### config.mk
export PLATFORM = sky130hd
export DESIGN_NAME = pwp_top
export DESIGN_NICKNAME = d
export VERILOG_FILES = /design/src/hw/pwp_pkg.sv /design/src/hw/pwp_lane_update.sv /design/src/hw/pwp_wr_gate.sv /design/src/hw/pwp_top.sv
export VERILOG_INCLUDE_DIRS = /design/src /design/src/hw
export SDC_FILE = /design/constraint.sdc
export NUM_CORES = 1
export LEC_CHECK = 0
export BUFFER_PORTS_ARGS = -buffer_cell sky130_fd_sc_hd__buf_2
export CAP_MARGIN = 30
export CORE_AREA = 2 2 83 85
export CTS_BUF_LIST = sky130_fd_sc_hd__clkbuf_8
export DETAILED_ROUTE_END_ITERATION = 10
export DIE_AREA = 0 0 85 87
export PLACE_DENSITY = 0.7
export SLEW_MARGIN = 20
export SYNTH_ARGS = -nofsm -noshare
export SYNTH_HDL_FRONTEND = slang
export SYNTH_SLANG_ARGS = --single-unit
### constraint.sdc
create_clock -name pclk -period 1.2 [get_ports pclk]
set_clock_uncertainty 0.05 [all_clocks]
set_input_delay 0.18 -clock pclk [delete_from_list [all_inputs] [get_ports pclk]]
set_output_delay 0.18 -clock pclk [all_outputs]
set_load 0.1 [all_outputs]
### src/hw/pwp_map.svh
`ifndef PWP_MAP_SVH
`define PWP_MAP_SVH

// ----------------------------------------------------------------
// register offsets, byte addresses on the apb bus
// ----------------------------------------------------------------
`define PWP_OFS_CLR 12'h000
`define PWP_OFS_SET 12'h004

// ----------------------------------------------------------------
// reset values per bridge instance
// ----------------------------------------------------------------
`define PWP_RST_A 32'h0000_0000
`define PWP_RST_B 32'h0000_0002
`define PWP_RST_C 32'h0080_0000

// ----------------------------------------------------------------
// implemented protect bits per bridge instance
// ----------------------------------------------------------------
// a: bits 6..1, b: bits 6,3,2,1, c: bits 18..16
`define PWP_MASK_A 32'h0000_007e
`define PWP_MASK_B 32'h0000_004e
`define PWP_MASK_C 32'h0007_0000

// byte lane width and lane count of the data word
`define PWP_LANE_W 8
`define PWP_LANES  4

`endif

### src/hw/pwp_pkg.sv
`include "pwp_map.svh"

package pwp_pkg;

  // ----------------------------------------------------------------
  // types
  // ----------------------------------------------------------------
  typedef enum logic [1:0] {
    PWP_BRIDGE_A,
    PWP_BRIDGE_B,
    PWP_BRIDGE_C
  } pwp_bridge_e;

  typedef enum logic [1:0] {
    PWP_REG_NONE,
    PWP_REG_CLR,
    PWP_REG_SET
  } pwp_reg_e;

  typedef struct packed {
    logic [31:0] prot;
    logic [31:0] rdata;
    logic        first;
  } pwp_top_s;

  typedef struct packed {
    logic [31:0] blocked;
  } pwp_gate_s;

  // ----------------------------------------------------------------
  // helpers
  // ----------------------------------------------------------------
  // byte strobes widened to a bit mask
  function automatic logic [31:0] pwp_strb_mask(input logic [3:0] s);
    logic [31:0] m;
    m = '0;
    for (int i = 0; i < `PWP_LANES; i++) begin
      m[i*`PWP_LANE_W +: `PWP_LANE_W] = {`PWP_LANE_W{s[i]}};
    end
    return m;
  endfunction

  function automatic logic [31:0] pwp_rst_val(input pwp_bridge_e b);
    case (b)
      PWP_BRIDGE_B: return `PWP_RST_B;
      PWP_BRIDGE_C: return `PWP_RST_C;
      default:      return `PWP_RST_A;
    endcase
  endfunction

  function automatic logic [31:0] pwp_impl_mask(input pwp_bridge_e b);
    case (b)
      PWP_BRIDGE_B: return `PWP_MASK_B;
      PWP_BRIDGE_C: return `PWP_MASK_C;
      default:      return `PWP_MASK_A;
    endcase
  endfunction

endpackage

### src/hw/pwp_lane_update.sv
`include "pwp_map.svh"

// per-lane set / clear merge of the protect state
module pwp_lane_update (
  input  wire logic [31:0] cur_state,
  input  wire logic [31:0] wdata,
  input  wire logic [3:0]  strb,
  input  wire logic        set_en,
  input  wire logic        clr_en,
  input  wire logic [31:0] impl_mask,
  output logic      [31:0] next_state
);

  // ----------------------------------------------------------------
  // lane merge
  // ----------------------------------------------------------------
  logic [31:0] hit;

  // only ones inside enabled lanes and implemented bits act
  assign hit = wdata & pwp_pkg::pwp_strb_mask(strb) & impl_mask;

  genvar g;
  generate
    for (g = 0; g < `PWP_LANES; g++) begin : g_lane
      localparam int LO = g * `PWP_LANE_W;
      // zeros leave the bit alone in both registers
      always_comb begin
        next_state[LO +: `PWP_LANE_W] = cur_state[LO +: `PWP_LANE_W];
        if (set_en) begin
          next_state[LO +: `PWP_LANE_W] =
            cur_state[LO +: `PWP_LANE_W] | hit[LO +: `PWP_LANE_W];
        end else if (clr_en) begin
          next_state[LO +: `PWP_LANE_W] =
            cur_state[LO +: `PWP_LANE_W] & ~hit[LO +: `PWP_LANE_W];
        end
      end
    end
  endgenerate

endmodule

### src/hw/pwp_wr_gate.sv
// write gate between the bridge and its peripherals
module pwp_wr_gate (
  input  wire logic        pclk,
  input  wire logic        presetn,
  input  wire logic [31:0] prot,
  input  wire logic [31:0] wr_req,
  output logic      [31:0] wr_en,
  output logic      [31:0] wr_blocked
);

  // ----------------------------------------------------------------
  // gating
  // ----------------------------------------------------------------
  pwp_pkg::pwp_gate_s q;
  pwp_pkg::pwp_gate_s d;

  // combinational so the peripheral sees the gate in the same cycle
  assign wr_en = wr_req & ~prot;

  // one-cycle pulse per refused write
  always_comb begin
    d         = q;
    d.blocked = wr_req & prot;
  end

  always_ff @(posedge pclk or negedge presetn) begin
    if (!presetn) begin
      q <= '0;
    end else begin
      q <= d;
    end
  end

  assign wr_blocked = q.blocked;
endmodule

### src/hw/pwp_top.sv
// The implementer's own choice: the APB interface to the registers.
`include "pwp_map.svh"

// Function
// byte, halfword and word writes act only on their enabled lanes
// a zero written to the clear register changes nothing
// a one written to the clear register unprotects that bit only
// a protect bit reads one when protected, zero when not
// first bridge clear register at 0x00, resets zero, six bits
// first bridge set register at 0x04 resets to zero
// second bridge set register resets with debug service bit set
// third bridge clear register resets to 0x00800000, bits 16-18
// a one to the set register protects; both registers read same
// writes to a protected peripheral are blocked and lost

module pwp_top #(
  parameter pwp_pkg::pwp_bridge_e BRIDGE = pwp_pkg::PWP_BRIDGE_A
) (
  input  wire logic        pclk,
  input  wire logic        presetn,
  input  wire logic [11:0] paddr,
  input  wire logic        psel,
  input  wire logic        penable,
  input  wire logic        pwrite,
  input  wire logic [31:0] pwdata,
  input  wire logic [3:0]  pstrb,
  output logic      [31:0] prdata,
  output logic             pready,
  output logic             pslverr,
  input  wire logic [31:0] periph_wr_req,
  output logic      [31:0] periph_wr_en,
  output logic      [31:0] periph_wr_blocked,
  output logic      [31:0] protect_state
);

  // ----------------------------------------------------------------
  // instance constants
  // ----------------------------------------------------------------
  // resolved at elaboration so each bridge flavour costs no decode logic
  localparam logic [31:0] RST  = pwp_pkg::pwp_rst_val(BRIDGE);
  localparam logic [31:0] MASK = pwp_pkg::pwp_impl_mask(BRIDGE);

  // ----------------------------------------------------------------
  // address decode
  // ----------------------------------------------------------------
  // used for the read capture and the write commit
  // exact compares: the upper address bits are decoded, so aliases of
  // the two registers answer as holes rather than as copies
  function automatic pwp_pkg::pwp_reg_e reg_sel(input logic [11:0] a);
    if (a == `PWP_OFS_CLR) begin
      return pwp_pkg::PWP_REG_CLR;
    end else if (a == `PWP_OFS_SET) begin
      return pwp_pkg::PWP_REG_SET;
    end else begin
      return pwp_pkg::PWP_REG_NONE;
    end
  endfunction

  // ----------------------------------------------------------------
  // bus phases
  // ----------------------------------------------------------------
  pwp_pkg::pwp_top_s q;
  pwp_pkg::pwp_top_s d;
  pwp_pkg::pwp_reg_e sel;
  logic              setup;
  logic              access;
  logic              hit;
  logic              wr_set;
  logic              wr_clr;
  logic [31:0]       prot_upd;

  // phase and target of the current transfer
  assign setup  = psel & ~penable;
  assign access = psel & penable;
  assign sel    = reg_sel(paddr);
  assign hit    = (sel != pwp_pkg::PWP_REG_NONE);

  // a write only commits at the access edge
  assign wr_set = access & pwrite & (sel == pwp_pkg::PWP_REG_SET);
  assign wr_clr = access & pwrite & (sel == pwp_pkg::PWP_REG_CLR);

  // ----------------------------------------------------------------
  // protect state update
  // ----------------------------------------------------------------
  pwp_lane_update u_lane (
    .cur_state  (q.prot),
    .wdata      (pwdata),
    .strb       (pstrb),
    .set_en     (wr_set),
    .clr_en     (wr_clr),
    .impl_mask  (MASK),
    .next_state (prot_upd)
  );

  // ----------------------------------------------------------------
  // next state
  // ----------------------------------------------------------------
  // read data is captured in the setup cycle so prdata comes from a
  // flop and the slave can still answer with no wait state
  always_comb begin
    d       = q;
    d.prot  = prot_upd;
    d.first = 1'b1;
    if (setup && !pwrite) begin
      if (hit) begin
        d.rdata = q.prot;
      end else begin
        d.rdata = '0;
      end
    end
  end

  // ----------------------------------------------------------------
  // state register
  // ----------------------------------------------------------------
  // unimplemented bits keep their reset value forever, which is why
  // bit 23 of the third bridge stays high
  always_ff @(posedge pclk or negedge presetn) begin
    if (!presetn) begin
      q.prot  <= RST;
      q.rdata <= '0;
      q.first <= 1'b0;
    end else begin
      q <= d;
    end
  end

  // ----------------------------------------------------------------
  // outputs
  // ----------------------------------------------------------------
  // zero wait state; unmapped offsets answer with an error
  // pslverr comes from the live bus phase so it never lags the answer;
  // the cost is a combinational path from paddr to the error flag
  assign pready        = 1'b1;
  assign pslverr       = access & ~hit;
  assign prdata        = q.rdata;
  assign protect_state = q.prot;

  // ----------------------------------------------------------------
  // peripheral write gate
  // ----------------------------------------------------------------
  pwp_wr_gate u_gate (
    .pclk       (pclk),
    .presetn    (presetn),
    .prot       (q.prot),
    .wr_req     (periph_wr_req),
    .wr_en      (periph_wr_en),
    .wr_blocked (periph_wr_blocked)
  );

  // bits that the current write may touch
  logic [31:0] wbits;
  logic [31:0] lane_m;

  assign lane_m = pwp_pkg::pwp_strb_mask(pstrb);
  assign wbits  = pwdata & lane_m & MASK;
endmodule

; ---- Yosys cells after proc, flatten, opt, wreduce, memory -nomap -nowiden
; Cells that the tools add are included.
[classes]
reduce_logical = 5
eq_ne = 3
muxes = 5
n_bitwise = 15
[ops]
columns = op, count
row1 = 32-bit AND, 1
row2 = 32-bit by 8-bit AND with 32-bit output, 1
row3 = 8-bit inverter with 32-bit output, 1
row4 = 8-bit 2-to-1 mux, 3
row5 = 12-bit by 3-bit == test with 1-bit output (second input constant), 1
row6 = 12-bit logical NOT, 1
row7 = 8-bit AND, 1
row8 = 7-bit inverter with 8-bit output, 1
row9 = 8-bit by 7-bit bitwise OR with 8-bit output, 1
row10 = 7-bit AND, 1
row11 = 1-bit AND, 6
row12 = 2-bit 2-to-1 mux, 2
row13 = 2-bit nonzero test, 2
row14 = 2-bit by 1-bit == test with 1-bit output (second input constant), 1
row15 = 2-bit == test (second input constant), 1
row16 = 1-bit inverter, 2
row17 = 1-bit logical AND, 1
row18 = 1-bit logical NOT, 1
[totals]
out_inout_bits = 130
inputBits = 85
register_bits = 72
elab_cells = 31

; ---- Longest topological paths before layout
; Gate-level depths: netlist (run 1).
[logic_depth]
depth_word = 7
ltp_mapped = 5

; ---- By module
; A second synthesis (run 1) with hierarchy kept.
[unflattened]
cells_unflattened = 326
hier_area_um2 = 3970.1
[modules_own_cells]
columns = module, area_per_inst_um2, instances, cells_each
row1 = pwp_top, 2100.8, 1, 122
row2 = pwp_wr_gate, 1201.2, 1, 96
row3 = pwp_lane_update, 668.1, 1, 108

; ---- Worst setup path before layout (run 1)
; OpenSTA, ideal clock, no wires.
[synth_timing]
path_kind = register -> output
startpoint = reg with a tool-made name
endpoint = out periph_wr_en[1]
n_path_buf = 0
setup_slack_ps = -1270
path_stages_with_launch = 2
arrival_time_ps = 2240
required_time_ps = 970
path_cell_list = dfrtp_1 nor2b_1
[synth_lines]
columns = element, line_no
row1 = to (decl), pwp_top.sv:31  ; output logic [31:0] periph_wr_en,

==> metrics.cfg, run 1 <==
[outcome]
outcome = complete, but fails checks
violations = setup timing

[drt]
antenna_left = 0
wl_per_cell_um = 11.2
drcViolationCount = 0
finalWirelength_um = 3200
routed_via_density = 3.47
vias = 992
drtIter0Drc = 11
dr.pass1.iters = 4

[synth]
synth_area_sq_um = 1600
yosys_warnings = 0
syn_area_per_cell_sq_um = 9.63
syn_inst = 166
synth_seq_cells = 18
synth.distinct_cells = 18
ys_seq_area_share_pct = 28.2

[global_routing]
grt_pass1_vias = 809
antenna_found_initial = 0
grt_usage_pct = 7.66
grt_first_pass_wirelength_um = 4240
grt_max_degree = 19
overflow = 0

[timing]
period_needed_ns = 1.34
finalHoldViolCount = 0
rsz0062_at_grt = true
timing.final.crit_share_pct = 112
fin_setup_tns_ns = -1.02
maxSlewViolCount = 0
setup-violations-final = 11
finalWorstSetupSlack_ns = -0.140
fmax_ghz = 0.746

[clock_tree]
cts_buffers = 3
clkSinkCount = 18
htree_levels = 1
path_clk_slew_ns = 0.07
tritoncts = done
cts.root.buffer_cell = clkbuf_8
cts_max_path_buffers = 2
worstSkewPairLatency_ns = 0.26

[pwr]
p_int_mw = 1.02
swShare_pct = 58.8
pwr-share-comb_pct = 54.8
ir_worst_vdd_mv = 0.577
power_leakage_nw = 1.13
clkPwrFrac_pct = 20.6
power_switching_mw = 1.45
power_mw = 2.46
p_per_area_nw_per_um2 = 1150
p_seq_share_pct = 24.6

[cells_and_area]
finalInstanceArea_sq_um = 2140
fill_cells = 636
drive_gt1_share_pct = 50.0
fin_cells = 286
area_growth_syn_to_layout_pct = 33.6
finish.net_count = 292
num_antenna_cells = 0

[placed_design]
postPlaceCellArea_sq_um = 1930
port_buffers = 54
dp.cells = 273
gp_congestion = 0.756
hpwl_um = 2510

[floorplanning]
coreArea_sq_um = 6570
die_h_um = 87
die_area_sq_um = 7400
core.rowCount = 30
ioPinCount = 215
initial_core_util_pct = 24.3
die_x_um = 85

[setup_path]
cp.arrival_ns = 1.11
cp_max_fo = 3
critPathLaunchType = flip-flop
end_kind = output port
critPathKind = reg -> out
cp.required_ns = 0.97

[min_path]
worstHoldPathType = in -> reg

[flow_run]
drv_cap = 0

-- layer usage --
metal | vias to the layer above | routed length, um | GRT usage, %
li1 | 421 | - | -
met1 | 453 | 956 | 7.47
met2 | 101 | 1640 | 12.6
met3 | 17 | 439 | 2.94
met4 | 0 | 166 | 6.93
met5 | - | 0 | 0
-- worst paths after layout --
kind,start,end,slack [ns],cells after the start
max,flip-flop,periph_wr_en[3],-0.14,2
min,periph_wr_req[4],u_gate.wr_blocked[4],0.09,2
max reg2reg,flip-flop,flip-flop,0.02,3
min reg2reg,prdata[2],prdata[2],0.50,1
max in group asynchronous,presetn,async pin,0.44,2
min in group asynchronous,presetn,async pin,0.34,2
-- worst max-delay path, cell delays in order (launching register included) --
cell	delay (ns)
dfrtp_4	0.52
nor2b_4	0.15
buf_12	0.18
-- kinds of logic after synthesis --
kind of cell	count (synthesis)	share of synthesized area [%]
other	2	0.470
multiplexers	6	5.63
flip-flops	18	28.2
buffers and inverters	107	50.2
AO/OA/AOI/OAI	6	3.29
AND/OR/NAND/NOR	27	12.2
-- Yosys cell counts --
| cell | n | area (sq um) |
|---|---|---|
| nor3_1 | 1 | 5.00 |
| nor4_4 | 1 | 21.3 |
| buf_6 | 1 | 11.3 |
| and4_1 | 2 | 17.5 |
| nand2_2 | 6 | 37.5 |
| and3_1 | 1 | 6.26 |
| dfrtp_1 | 18 | 450 |
| buf_4 | 105 | 788 |
| nor2b_1 | 6 | 37.5 |
| clkbuf_1 | 1 | 3.75 |
| and2_1 | 6 | 37.5 |
| mux2_4 | 6 | 90.1 |
| conb_1 | 2 | 7.51 |
| nand3_1 | 1 | 5.00 |
| a22o_1 | 6 | 52.6 |
| nor2_2 | 1 | 6.26 |
| or3b_1 | 1 | 8.76 |
| nor4_2 | 1 | 12.5 |
-- power by group through the flow --
stage               clock (mW)  combinational [mW]  sequential (mW)
floorplan                    0                1.80            0.621
detailed placement           0                1.32            0.619
global route             0.531                1.37            0.606
CTS                      0.514                1.33            0.607
global placement             0                1.32            0.619
finish                   0.507                1.35            0.607
-- layout by cell type, fill, tap and decap left out --
cell	count
dfrtp_2	6
dfrtp_4	6
nor2_2	1
nor2b_4	6
nor3_1	1
buf_4	8
clkbuf_8	4
a22o_1	6
buf_2	25
dlygate4sd3_1	1
mux2_4	6
buf_12	26
nor4_4	2
and4_1	2
buf_6	6
and3_4	1
or3b_1	1
conb_1	79
nand2_4	5
dfrtp_1	6
and2_1	6
nand3_1	1
nand2_2	1
-- through the flow --
| stage | hold WS (ns) | setup slack, ns | utilization (%) |
|---|---|---|---|
| 3_3_place_gp | 0.0695 | -0.246 | 29.3 |
| 6_report | 0.0942 | -0.140 | 32.5 |
| 3_5_place_dp | 0.0793 | -0.304 | 29.3 |
| 2_1_floorplan | -0.166 | -0.190 | - |
| 5_1_grt | 0.101 | -0.175 | 32.5 |
| 4_1_cts | 0.0953 | -0.153 | 31.8 |
-- final cells by class --
type | count | area, sq um | area share, %
Multi-Input combinational cell | 118 | 718 | 33.6
Timing Repair Buffer | 66 | 783 | 36.7
Clock buffer | 4 | 55.1 | 2.58
Tap cell | 80 | 100 | 4.68
Sequential cell | 18 | 480 | 22.5
-- repair_timing --
action	CTS	global route
buffers inserted	8	0
endpoints found under the hold margin	18	0
resized for setup	7	10
pin swaps	3	6
setup endpoints to repair	19	16
hold buffers	1	0
(Power assumes the default switching activity.)
==> inputs of run 2 (changes only) <==
--- a/config.mk
+++ b/config.mk
@@ -13,6 +13,7 @@
 export DETAILED_ROUTE_END_ITERATION = 10
 export DIE_AREA = 0 0 85 87
 export PLACE_DENSITY = 0.7
+export SETUP_SLACK_MARGIN = 0.1
 export SLEW_MARGIN = 20
 export SYNTH_ARGS = -nofsm -noshare
 export SYNTH_HDL_FRONTEND = slang
==> run 2 against run 1 <==
Effect of this change:
- the flow still finishes with violations (setup timing)
- highest routed layer unchanged
- sequential power barely moved
- core utilization rose by 1.6 points
- critical path type unchanged
- largest power group unchanged
- clock power shrank 1%
- combinational power hardly changed
- sequential cell count stayed put
- final cell count grew 1.4%
- via count up 0.40%
==> metrics.cfg, run 2 (same netlist as run 1, synthesis figures left out) <==
[outcome]
outcome = complete, but fails checks
violations = setup timing

[timing]
fin_hold_ws_ns = 0.0993  ; +0.00506 ns
rsz0062_at_grt = true
maxSlewViolCount = 0  ; unchanged
timing.final.crit_share_pct = 111  ; -0.98 points
period_needed_ns = 1.33  ; -0.0118 ns
fmax_ghz = 0.753  ; +0.89%
finalHoldViolCount = 0  ; unchanged
setup-violations-final = 17  ; +6
finalWorstSetupSlack_ns = -0.128  ; +0.0118 ns

[drt]
drcViolationCount = 0  ; unchanged
drtIter0Drc = 12  ; +1
antenna_left = 0  ; unchanged
routed_via_density = 3.43  ; -0.98%
wl_per_cell_um = 11.4  ; +2.1%
vias = 996  ; +0.40%
finalWirelength_um = 3320  ; +3.5%
dr.pass1.iters = 3  ; -1

[floorplanning]
initial_core_util_pct = 24.3  ; unchanged
die_area_sq_um = 7400  ; unchanged
coreArea_sq_um = 6570  ; unchanged
die_h_um = 87  ; unchanged
die_x_um = 85  ; unchanged
ioPinCount = 215  ; unchanged
core.rowCount = 30  ; unchanged

[cells_and_area]
area_growth_syn_to_layout_pct = 40.1
num_antenna_cells = 0  ; unchanged
final_common_cell = conb_1
multi_input_area_sq_um = 736  ; +2.4%
final_util_pct = 34.1  ; +1.6 points
fill_cells = 610  ; -4.1%
final-seq-area_sq_um = 488  ; +1.6%
finish.net_count = 296  ; +1.4%
drive_gt1_share_pct = 55.2  ; +5.2 points
finalInstanceArea_sq_um = 2240  ; +4.8%
final_cell_mix = 79 x conb_1, 28 x buf_12, 25 x buf_2

[setup_path]
r2r_slack_ns = 0.04  ; +0.02 ns
max_stage_delay_ns = 0.51  ; about the same
critPathLaunchType = flip-flop
cp_max_fo = 3  ; unchanged
critPathKind = reg -> out
cp.required_ns = 0.97  ; about the same
rr_worst_depth = 3  ; unchanged
cp.arrival_ns = 1.10  ; about the same
path_cells = nor2b_4 > buf_12
cp_slowest_cell = dfrtp_4
end_kind = output port

[min_path]
min_from = periph_wr_req[3]
whs_path_depth = 2  ; unchanged
worstHoldPathType = in -> reg
min_to = u_gate.wr_blocked[3]

[global_routing]
grt_max_degree = 19  ; unchanged
overflow = 0  ; unchanged
grt_usage_pct = 8.01  ; +0.35 points
antenna_found_initial = 0  ; unchanged
grt_pass1_vias = 839  ; +3.7%
grt_first_pass_wirelength_um = 4570  ; +7.6%

[placed_design]
port_buffers = 54  ; unchanged
gp_congestion = 0.744  ; -1.6%
hpwl_um = 2580  ; +2.4%
dpl_worst_slack_ns = -0.344  ; -0.0405 ns
postPlaceCellArea_sq_um = 1940  ; +0.65%

[clock_tree]
htree_levels = 1  ; unchanged
cts.root.buffer_cell = clkbuf_8
worstSkewPairLatency_ns = 0.26  ; about the same
cts_max_path_buffers = 2  ; unchanged
cts_buffers = 3  ; unchanged
path_clk_slew_ns = 0.07  ; about the same
clkSinkCount = 18  ; unchanged
tritoncts = done

[flow_run]
drv_cap = 0  ; unchanged

[pwr]
power_mw = 2.46  ; about the same
ir_worst_vdd_mv = 0.540  ; -6.3%
p_per_area_nw_per_um2 = 1100  ; -4.6%
power_leakage_nw = 1.15  ; +2.2%

run 2: cell count changes in the layout (fill, tap and decap cells not counted), moves of 2 or more:
cell,previous run,this run
dfrtp_1,6,0
dfrtp_2,6,12
buf_6,6,10
buf_4,8,5
buf_12,26,28
run 2: worst max-delay path by stage:
stage / depth (start not counted) / to / from
6_report: 2 / periph_wr_en[1] / flip-flop
4_1_cts: 2 / periph_wr_en[2] / flip-flop
3_5_place_dp: 6 / flip-flop / paddr[9]
5_1_grt: 2 / periph_wr_en[1] / flip-flop
2_1_floorplan: 1 / periph_wr_en[1] / flip-flop
3_3_place_gp: 6 / flip-flop / paddr[9]
run 2: where the power goes:
| group | internal [mW] | switching, mW | leakage (nW) |
|---|---|---|---|
| registers | 0.606 | 0.000296 | 0.219 |
| clock network | 0.292 | 0.208 | 0.0288 |
| logic | 0.118 | 1.24 | 0.905 |
| total | 1.02 | 1.45 | 1.15 |
run 2: timing repair:
action	4_1_cts	5_1_grt
hold buffers	1	0
gates resized for setup	14	12
endpoints found under the setup margin	19	32
setup buffers	12	0
pin swaps	8	9
hold endpoints to repair	18	0
run 2: area by class of cell:
cell class / instances / share of cell area (%)
Clock buffer: 4 / 2.46
Tap cell: 80 / 4.47
Multi-Input combinational cell: 118 / 32.8
Timing Repair Buffer: 70 / 38.4
Sequential cell: 18 / 21.8
run 2: per-stage QoR:
step	setup TNS (ns)	std cells
floorplan	-1.65	243
global route	-1.85	290
CTS	-1.29	290
detailed placement	-3.11	273
global placement	-2.99	273
finish	-1.31	290
run 2: critical path: cells and delay by family, from the launching register on:
kind / cells / cell delay (ns)
buffers and inverters: 1 / 0.18
flip-flops: 1 / 0.51
AND/OR/NAND/NOR: 1 / 0.14
run 2: per-layer routing:
layer  vias up  routed length [um]  track usage [%]  share of wire (%)
met5         -                   0                0                  0
met4         0                 108             5.05                3.3
met3        17                 523             3.13                 16
met2        96                1670             13.7                 50
met1       452                1020             8.21                 31
li1        431                   -                -                  -
==> inputs of run 3 (changes only) <==
--- a/config.mk
+++ b/config.mk
@@ -8,13 +8,13 @@
 export LEC_CHECK = 0
 export BUFFER_PORTS_ARGS = -buffer_cell sky130_fd_sc_hd__buf_2
 export CAP_MARGIN = 30
-export CORE_AREA = 2 2 83 85
+export CORE_AREA = 2 2 88 111
 export CTS_BUF_LIST = sky130_fd_sc_hd__clkbuf_8
 export DETAILED_ROUTE_END_ITERATION = 10
-export DIE_AREA = 0 0 85 87
-export PLACE_DENSITY = 0.7
-export SETUP_SLACK_MARGIN = 0.1
+export DIE_AREA = 0 0 90 113
+export PLACE_DENSITY = 0.82
 export SLEW_MARGIN = 20
 export SYNTH_ARGS = -nofsm -noshare
 export SYNTH_HDL_FRONTEND = slang
+export SYNTH_HIERARCHICAL = 1
 export SYNTH_SLANG_ARGS = --single-unit
==> run 3 against run 2 <==
Effect of this change:
- the run now fails in 4_1_cts
- synthesized area rose by 150%
- synthesized cell count rose by 96%
==> metrics.cfg, run 3 <==
[floorplanning]
die_h_um = 113  ; +30%
ioPinCount = 215  ; unchanged
die_x_um = 90  ; +5.9%
initial_core_util_pct = 43.7  ; +19 points
core.rowCount = 39  ; +30%

[placed_design]
dpl_worst_slack_ns = -0.571  ; -0.227 ns
port_buffers = 213  ; +290%
gp_congestion = 0.791  ; +6.3%
hpwl_um = 11500  ; +350%
postPlaceCellArea_sq_um = 7790  ; +300%
dp.cells = 727  ; +170%

[clock_tree]
cts-resized-gates = 31  ; +17
cts_max_path_buffers = 2  ; unchanged
cts_hold_buf = 23  ; +22
cts_buffers = 9  ; +6
postCtsSetupBuffers = 81  ; +69
clkSinkCount = 96  ; +78
htree_levels = 3  ; +2
cts.root.buffer_cell = clkbuf_8

[synth]
syn_area_per_cell_sq_um = 12.2  ; +26%
yosysMostFrequentCell = dfrtp_1
synth.distinct_cells = 27  ; +9
synthArstFlopShare_pct = 100  ; unchanged
ys_seq_area_share_pct = 60.5  ; +32 points
yosys_warnings = 6  ; +6
synth_edf_count = 0  ; unchanged
synth_compound_gate_area_share_pct = 15.2  ; +12 points
synth_area_sq_um = 3970  ; +150%
synth_area_leaders = dfrtp_1 61%, a22o_2 7.1%, o2bb2ai_1 6.2%
synth_top_area_share_pct = 60.5  ; +11 points
synth_top_family_by_area = simple AND/OR/NAND/NOR gates
syn_inst = 326  ; +96%
synth_seq_cells = 96  ; +78
synth_mux_area_share_pct = 0  ; -5.6 points
synth_flop_cell = dfrtp_1
synth-xor-area-share_pct = 0  ; unchanged
synth_adder_area_share_pct = 0  ; unchanged
ys_top_cells_by_count = 96 x dfrtp_1, 33 x nand2_1, 32 x and2_1, 32 x nand4_1, 32 x nor2b_1
synthSimpleGateAreaFrac_pct = 21.6  ; +9.4 points
yosysTopAreaCell = dfrtp_1

[outcome]
error = [ERROR DPL-0038] Utilization greater than 100%, impossible to legalize
stop_stage = 4_1_cts
outcome = did not finish

run 3: through the flow:
stage | utilization, % | hold WS, ns | TNS [ns]
global placement | 85.8 | 0.133 | -17.68
floorplan | - | -0.166 | -17.90
detailed placement | 85.8 | 0.137 | -20.16
run 3: kinds of logic after synthesis:
logic type / count (synthesis)
simple gates: 147
flops: 96
compound gates: 65
other cells: 2
buf+inv: 16
==> inputs of run 4 (changes only) <==
--- a/config.mk
+++ b/config.mk
@@ -8,11 +8,10 @@
 export LEC_CHECK = 0
 export BUFFER_PORTS_ARGS = -buffer_cell sky130_fd_sc_hd__buf_2
 export CAP_MARGIN = 30
-export CORE_AREA = 2 2 88 111
-export CTS_BUF_LIST = sky130_fd_sc_hd__clkbuf_8
+export CORE_AREA = 2 2 119 121
 export DETAILED_ROUTE_END_ITERATION = 10
-export DIE_AREA = 0 0 90 113
-export PLACE_DENSITY = 0.82
+export DIE_AREA = 0 0 121 123
+export PLACE_DENSITY_LB_ADDON = 0.15
 export SLEW_MARGIN = 20
 export SYNTH_ARGS = -nofsm -noshare
 export SYNTH_HDL_FRONTEND = slang
==> run 4 against run 3 <==
Effect of this change:
- the flow now finishes, with violations (setup timing)
- synthesized area did not move
- synthesized cell count stayed put
==> metrics.cfg, run 4 <==
[setup_path]
end_kind = flip-flop
rr_startpoint = protect_state[29]
path_cells = buf_6 > or4_4 > buf_4 > nor4_4 > buf_6 > buf_12 > buf_12 > a22o_2
max_stage_delay_ns = 0.57
cp.required_ns = 1.43
cp.arrival_ns = 1.76
rr_worst_depth = 4
critPathKind = in -> reg
reg2reg_to = prdata[29]
r2r_slack_ns = -0.04
cp-startpoint = paddr[9]
critPathLaunchType = primary input
cp_slowest_cell = or4_4
cp_max_fo = 8

[clock_tree]
cts_buffers = 9  ; unchanged
htree_levels = 3  ; unchanged
worstSkewPairLatency_ns = 0.35
clkSinkCount = 96  ; unchanged
tritoncts = done
path_clk_slew_ns = 0.07
cts.root.buffer_cell = clkbuf_16
cts_max_path_buffers = 2  ; unchanged

[timing]
fin_setup_tns_ns = -21.29
rsz0062_at_grt = true
finalHoldViolCount = 0
period_needed_ns = 1.52
timing.final.crit_share_pct = 127
fin_hold_ws_ns = 0.00908
finalWorstSetupSlack_ns = -0.324
fmax_ghz = 0.656
maxSlewViolCount = 0
setup-violations-final = 101

[pwr]
pwr-share-comb_pct = 16.8
swShare_pct = 27.5
power_mw = 7.41
power_leakage_nw = 4.56
ir_worst_vdd_mv = 0.507
p_int_mw = 5.38
power_switching_mw = 2.03
clkPwrFrac_pct = 39.6
p_per_area_nw_per_um2 = 779
p_seq_share_pct = 43.6

[synth]
yosys_warnings = 6  ; unchanged
yosysTopAreaCell = dfrtp_1
yosysMostFrequentCell = dfrtp_1
synth_area_leaders = dfrtp_1 61%, a22o_2 7.1%, o2bb2ai_1 6.2%
synth_top_area_share_pct = 60.5  ; unchanged
synth_flop_cell = dfrtp_1
ys_seq_area_share_pct = 60.5  ; unchanged
syn_area_per_cell_sq_um = 12.2  ; unchanged
synth_area_sq_um = 3970  ; unchanged
synthArstFlopShare_pct = 100  ; unchanged
synth.distinct_cells = 27  ; unchanged
syn_inst = 326  ; unchanged
ys_top_cells_by_count = 96 x dfrtp_1, 33 x nand2_1, 32 x and2_1, 32 x nand4_1, 32 x nor2b_1
synth_edf_count = 0  ; unchanged
synth_seq_cells = 96  ; unchanged

[global_routing]
grt_max_degree = 53
grt_pass1_vias = 4314
grt_usage_pct = 20.5
overflow = 0
grt_first_pass_wirelength_um = 23100
antenna_found_initial = 1

[cells_and_area]
drive_gt1_share_pct = 61.1
num_antenna_cells = 0
area_growth_syn_to_layout_pct = 140
final_cell_mix = 153 x buf_12, 81 x buf_2, 65 x conb_1
final_common_cell = buf_12
multi_input_area_sq_um = 2210
fin_cells = 894
finish.net_count = 794
final-seq-area_sq_um = 2520
fill_cells = 913

[drt]
routed_via_density = 4.51
antenna_left = 0
dr.pass1.iters = 4
finalWirelength_um = 14900
drtIter0Drc = 157
drcViolationCount = 0
wl_per_cell_um = 16.6
vias = 4031

[outcome]
violations = setup timing
outcome = complete, but fails checks

[min_path]
min_from = periph_wr_req[31]
min_to = u_gate/wr_blocked[31]
worstHoldPathType = in -> reg
whs_path_depth = 2

[floorplanning]
core.rowCount = 43  ; +10%
ioPinCount = 215  ; unchanged
coreArea_sq_um = 13600
initial_core_util_pct = 29.2  ; -15 points
die_area_sq_um = 14900
die_x_um = 121  ; +34%
die_h_um = 123  ; +8.8%

[flow_run]
drv_cap = 0

[placed_design]
port_buffers = 213  ; unchanged
gp_congestion = 0.796  ; +0.68%
dp.cells = 782  ; +7.6%
hpwl_um = 10000  ; -13%

## run 4: metal layers
layer	global-route usage (%)	up-vias	wire length (um)
li1	-	1895	-
met1	23.6	1990	5810
met2	35.1	125	7640
met3	7.20	19	1160
met4	7.70	2	253
met5	0	-	15
## run 4: worst max-delay path by stage
| stage | slack (ns) | end | cells after the start |
|---|---|---|---|
| 2_1_floorplan | -0.44 | protect_state[6] | 6 |
| 3_5_place_dp | -0.56 | protect_state[6] | 6 |
| 3_3_place_gp | -0.51 | protect_state[6] | 6 |
| 5_1_grt | -0.35 | pslverr | 6 |
| 6_report | -0.32 | prdata[6] | 8 |
| 4_1_cts | -0.35 | pslverr | 6 |
## run 4: logic make-up (layout without fill, tap and decap cells)
group	count (synthesis)	in the layout	synth area share [%]
AND/OR/NAND/NOR	147	148	21.6
AO/OA/AOI/OAI	65	65	15.2
buffers and inverters	16	340	2.49
other	2	65	0.189
flip-flops	96	96	60.5
## run 4: power groups by stage
| stage | Combinational [mW] | Sequential [mW] | Clock (mW) |
|---|---|---|---|
| 6_report | 1.24 | 3.23 | 2.93 |
| 5_1_grt | 1.31 | 3.23 | 3.16 |
| 4_1_cts | 1.24 | 3.23 | 3.01 |
| 3_5_place_dp | 1.19 | 3.30 | 0 |
| 3_3_place_gp | 1.17 | 3.30 | 0 |
| 2_1_floorplan | 0.642 | 3.30 | 0 |
## run 4: worst max-delay path, delay by kind of cell
family	cells	cell delay (ns)
AOI/OAI and AO/OA	1	0.13
buffers and inverters	5	0.67
and+or+nand+nor	2	0.78
## run 4: repair_timing
item	CTS	global route
hold endpoints to repair	106	0
hold buffers	11	0
endpoints found under the setup margin	102	131
pin swaps	6	4
buffers inserted	60	24
gates resized for setup	58	13
cloned	3	0
## run 4: final cells by class
| cell class | instances | area share, % |
|---|---|---|
| sequential | 96 | 26.5 |
| multi-input combinational | 278 | 23.2 |
| clock inverter | 6 | 0.618 |
| tap | 180 | 2.37 |
| timing repair buffer | 324 | 44.7 |
| clock buffer | 10 | 2.51 |
## run 4: stage by stage
step	setup slack, ns	utilization [%]	cell area [sq um]
after floorplan	-0.440	-	4600
after global placement	-0.513	57.7	7850
after detailed placement	-0.564	57.7	7850
after CTS	-0.352	68.4	9310
after global routing	-0.351	69.9	9510
final	-0.324	69.9	9510
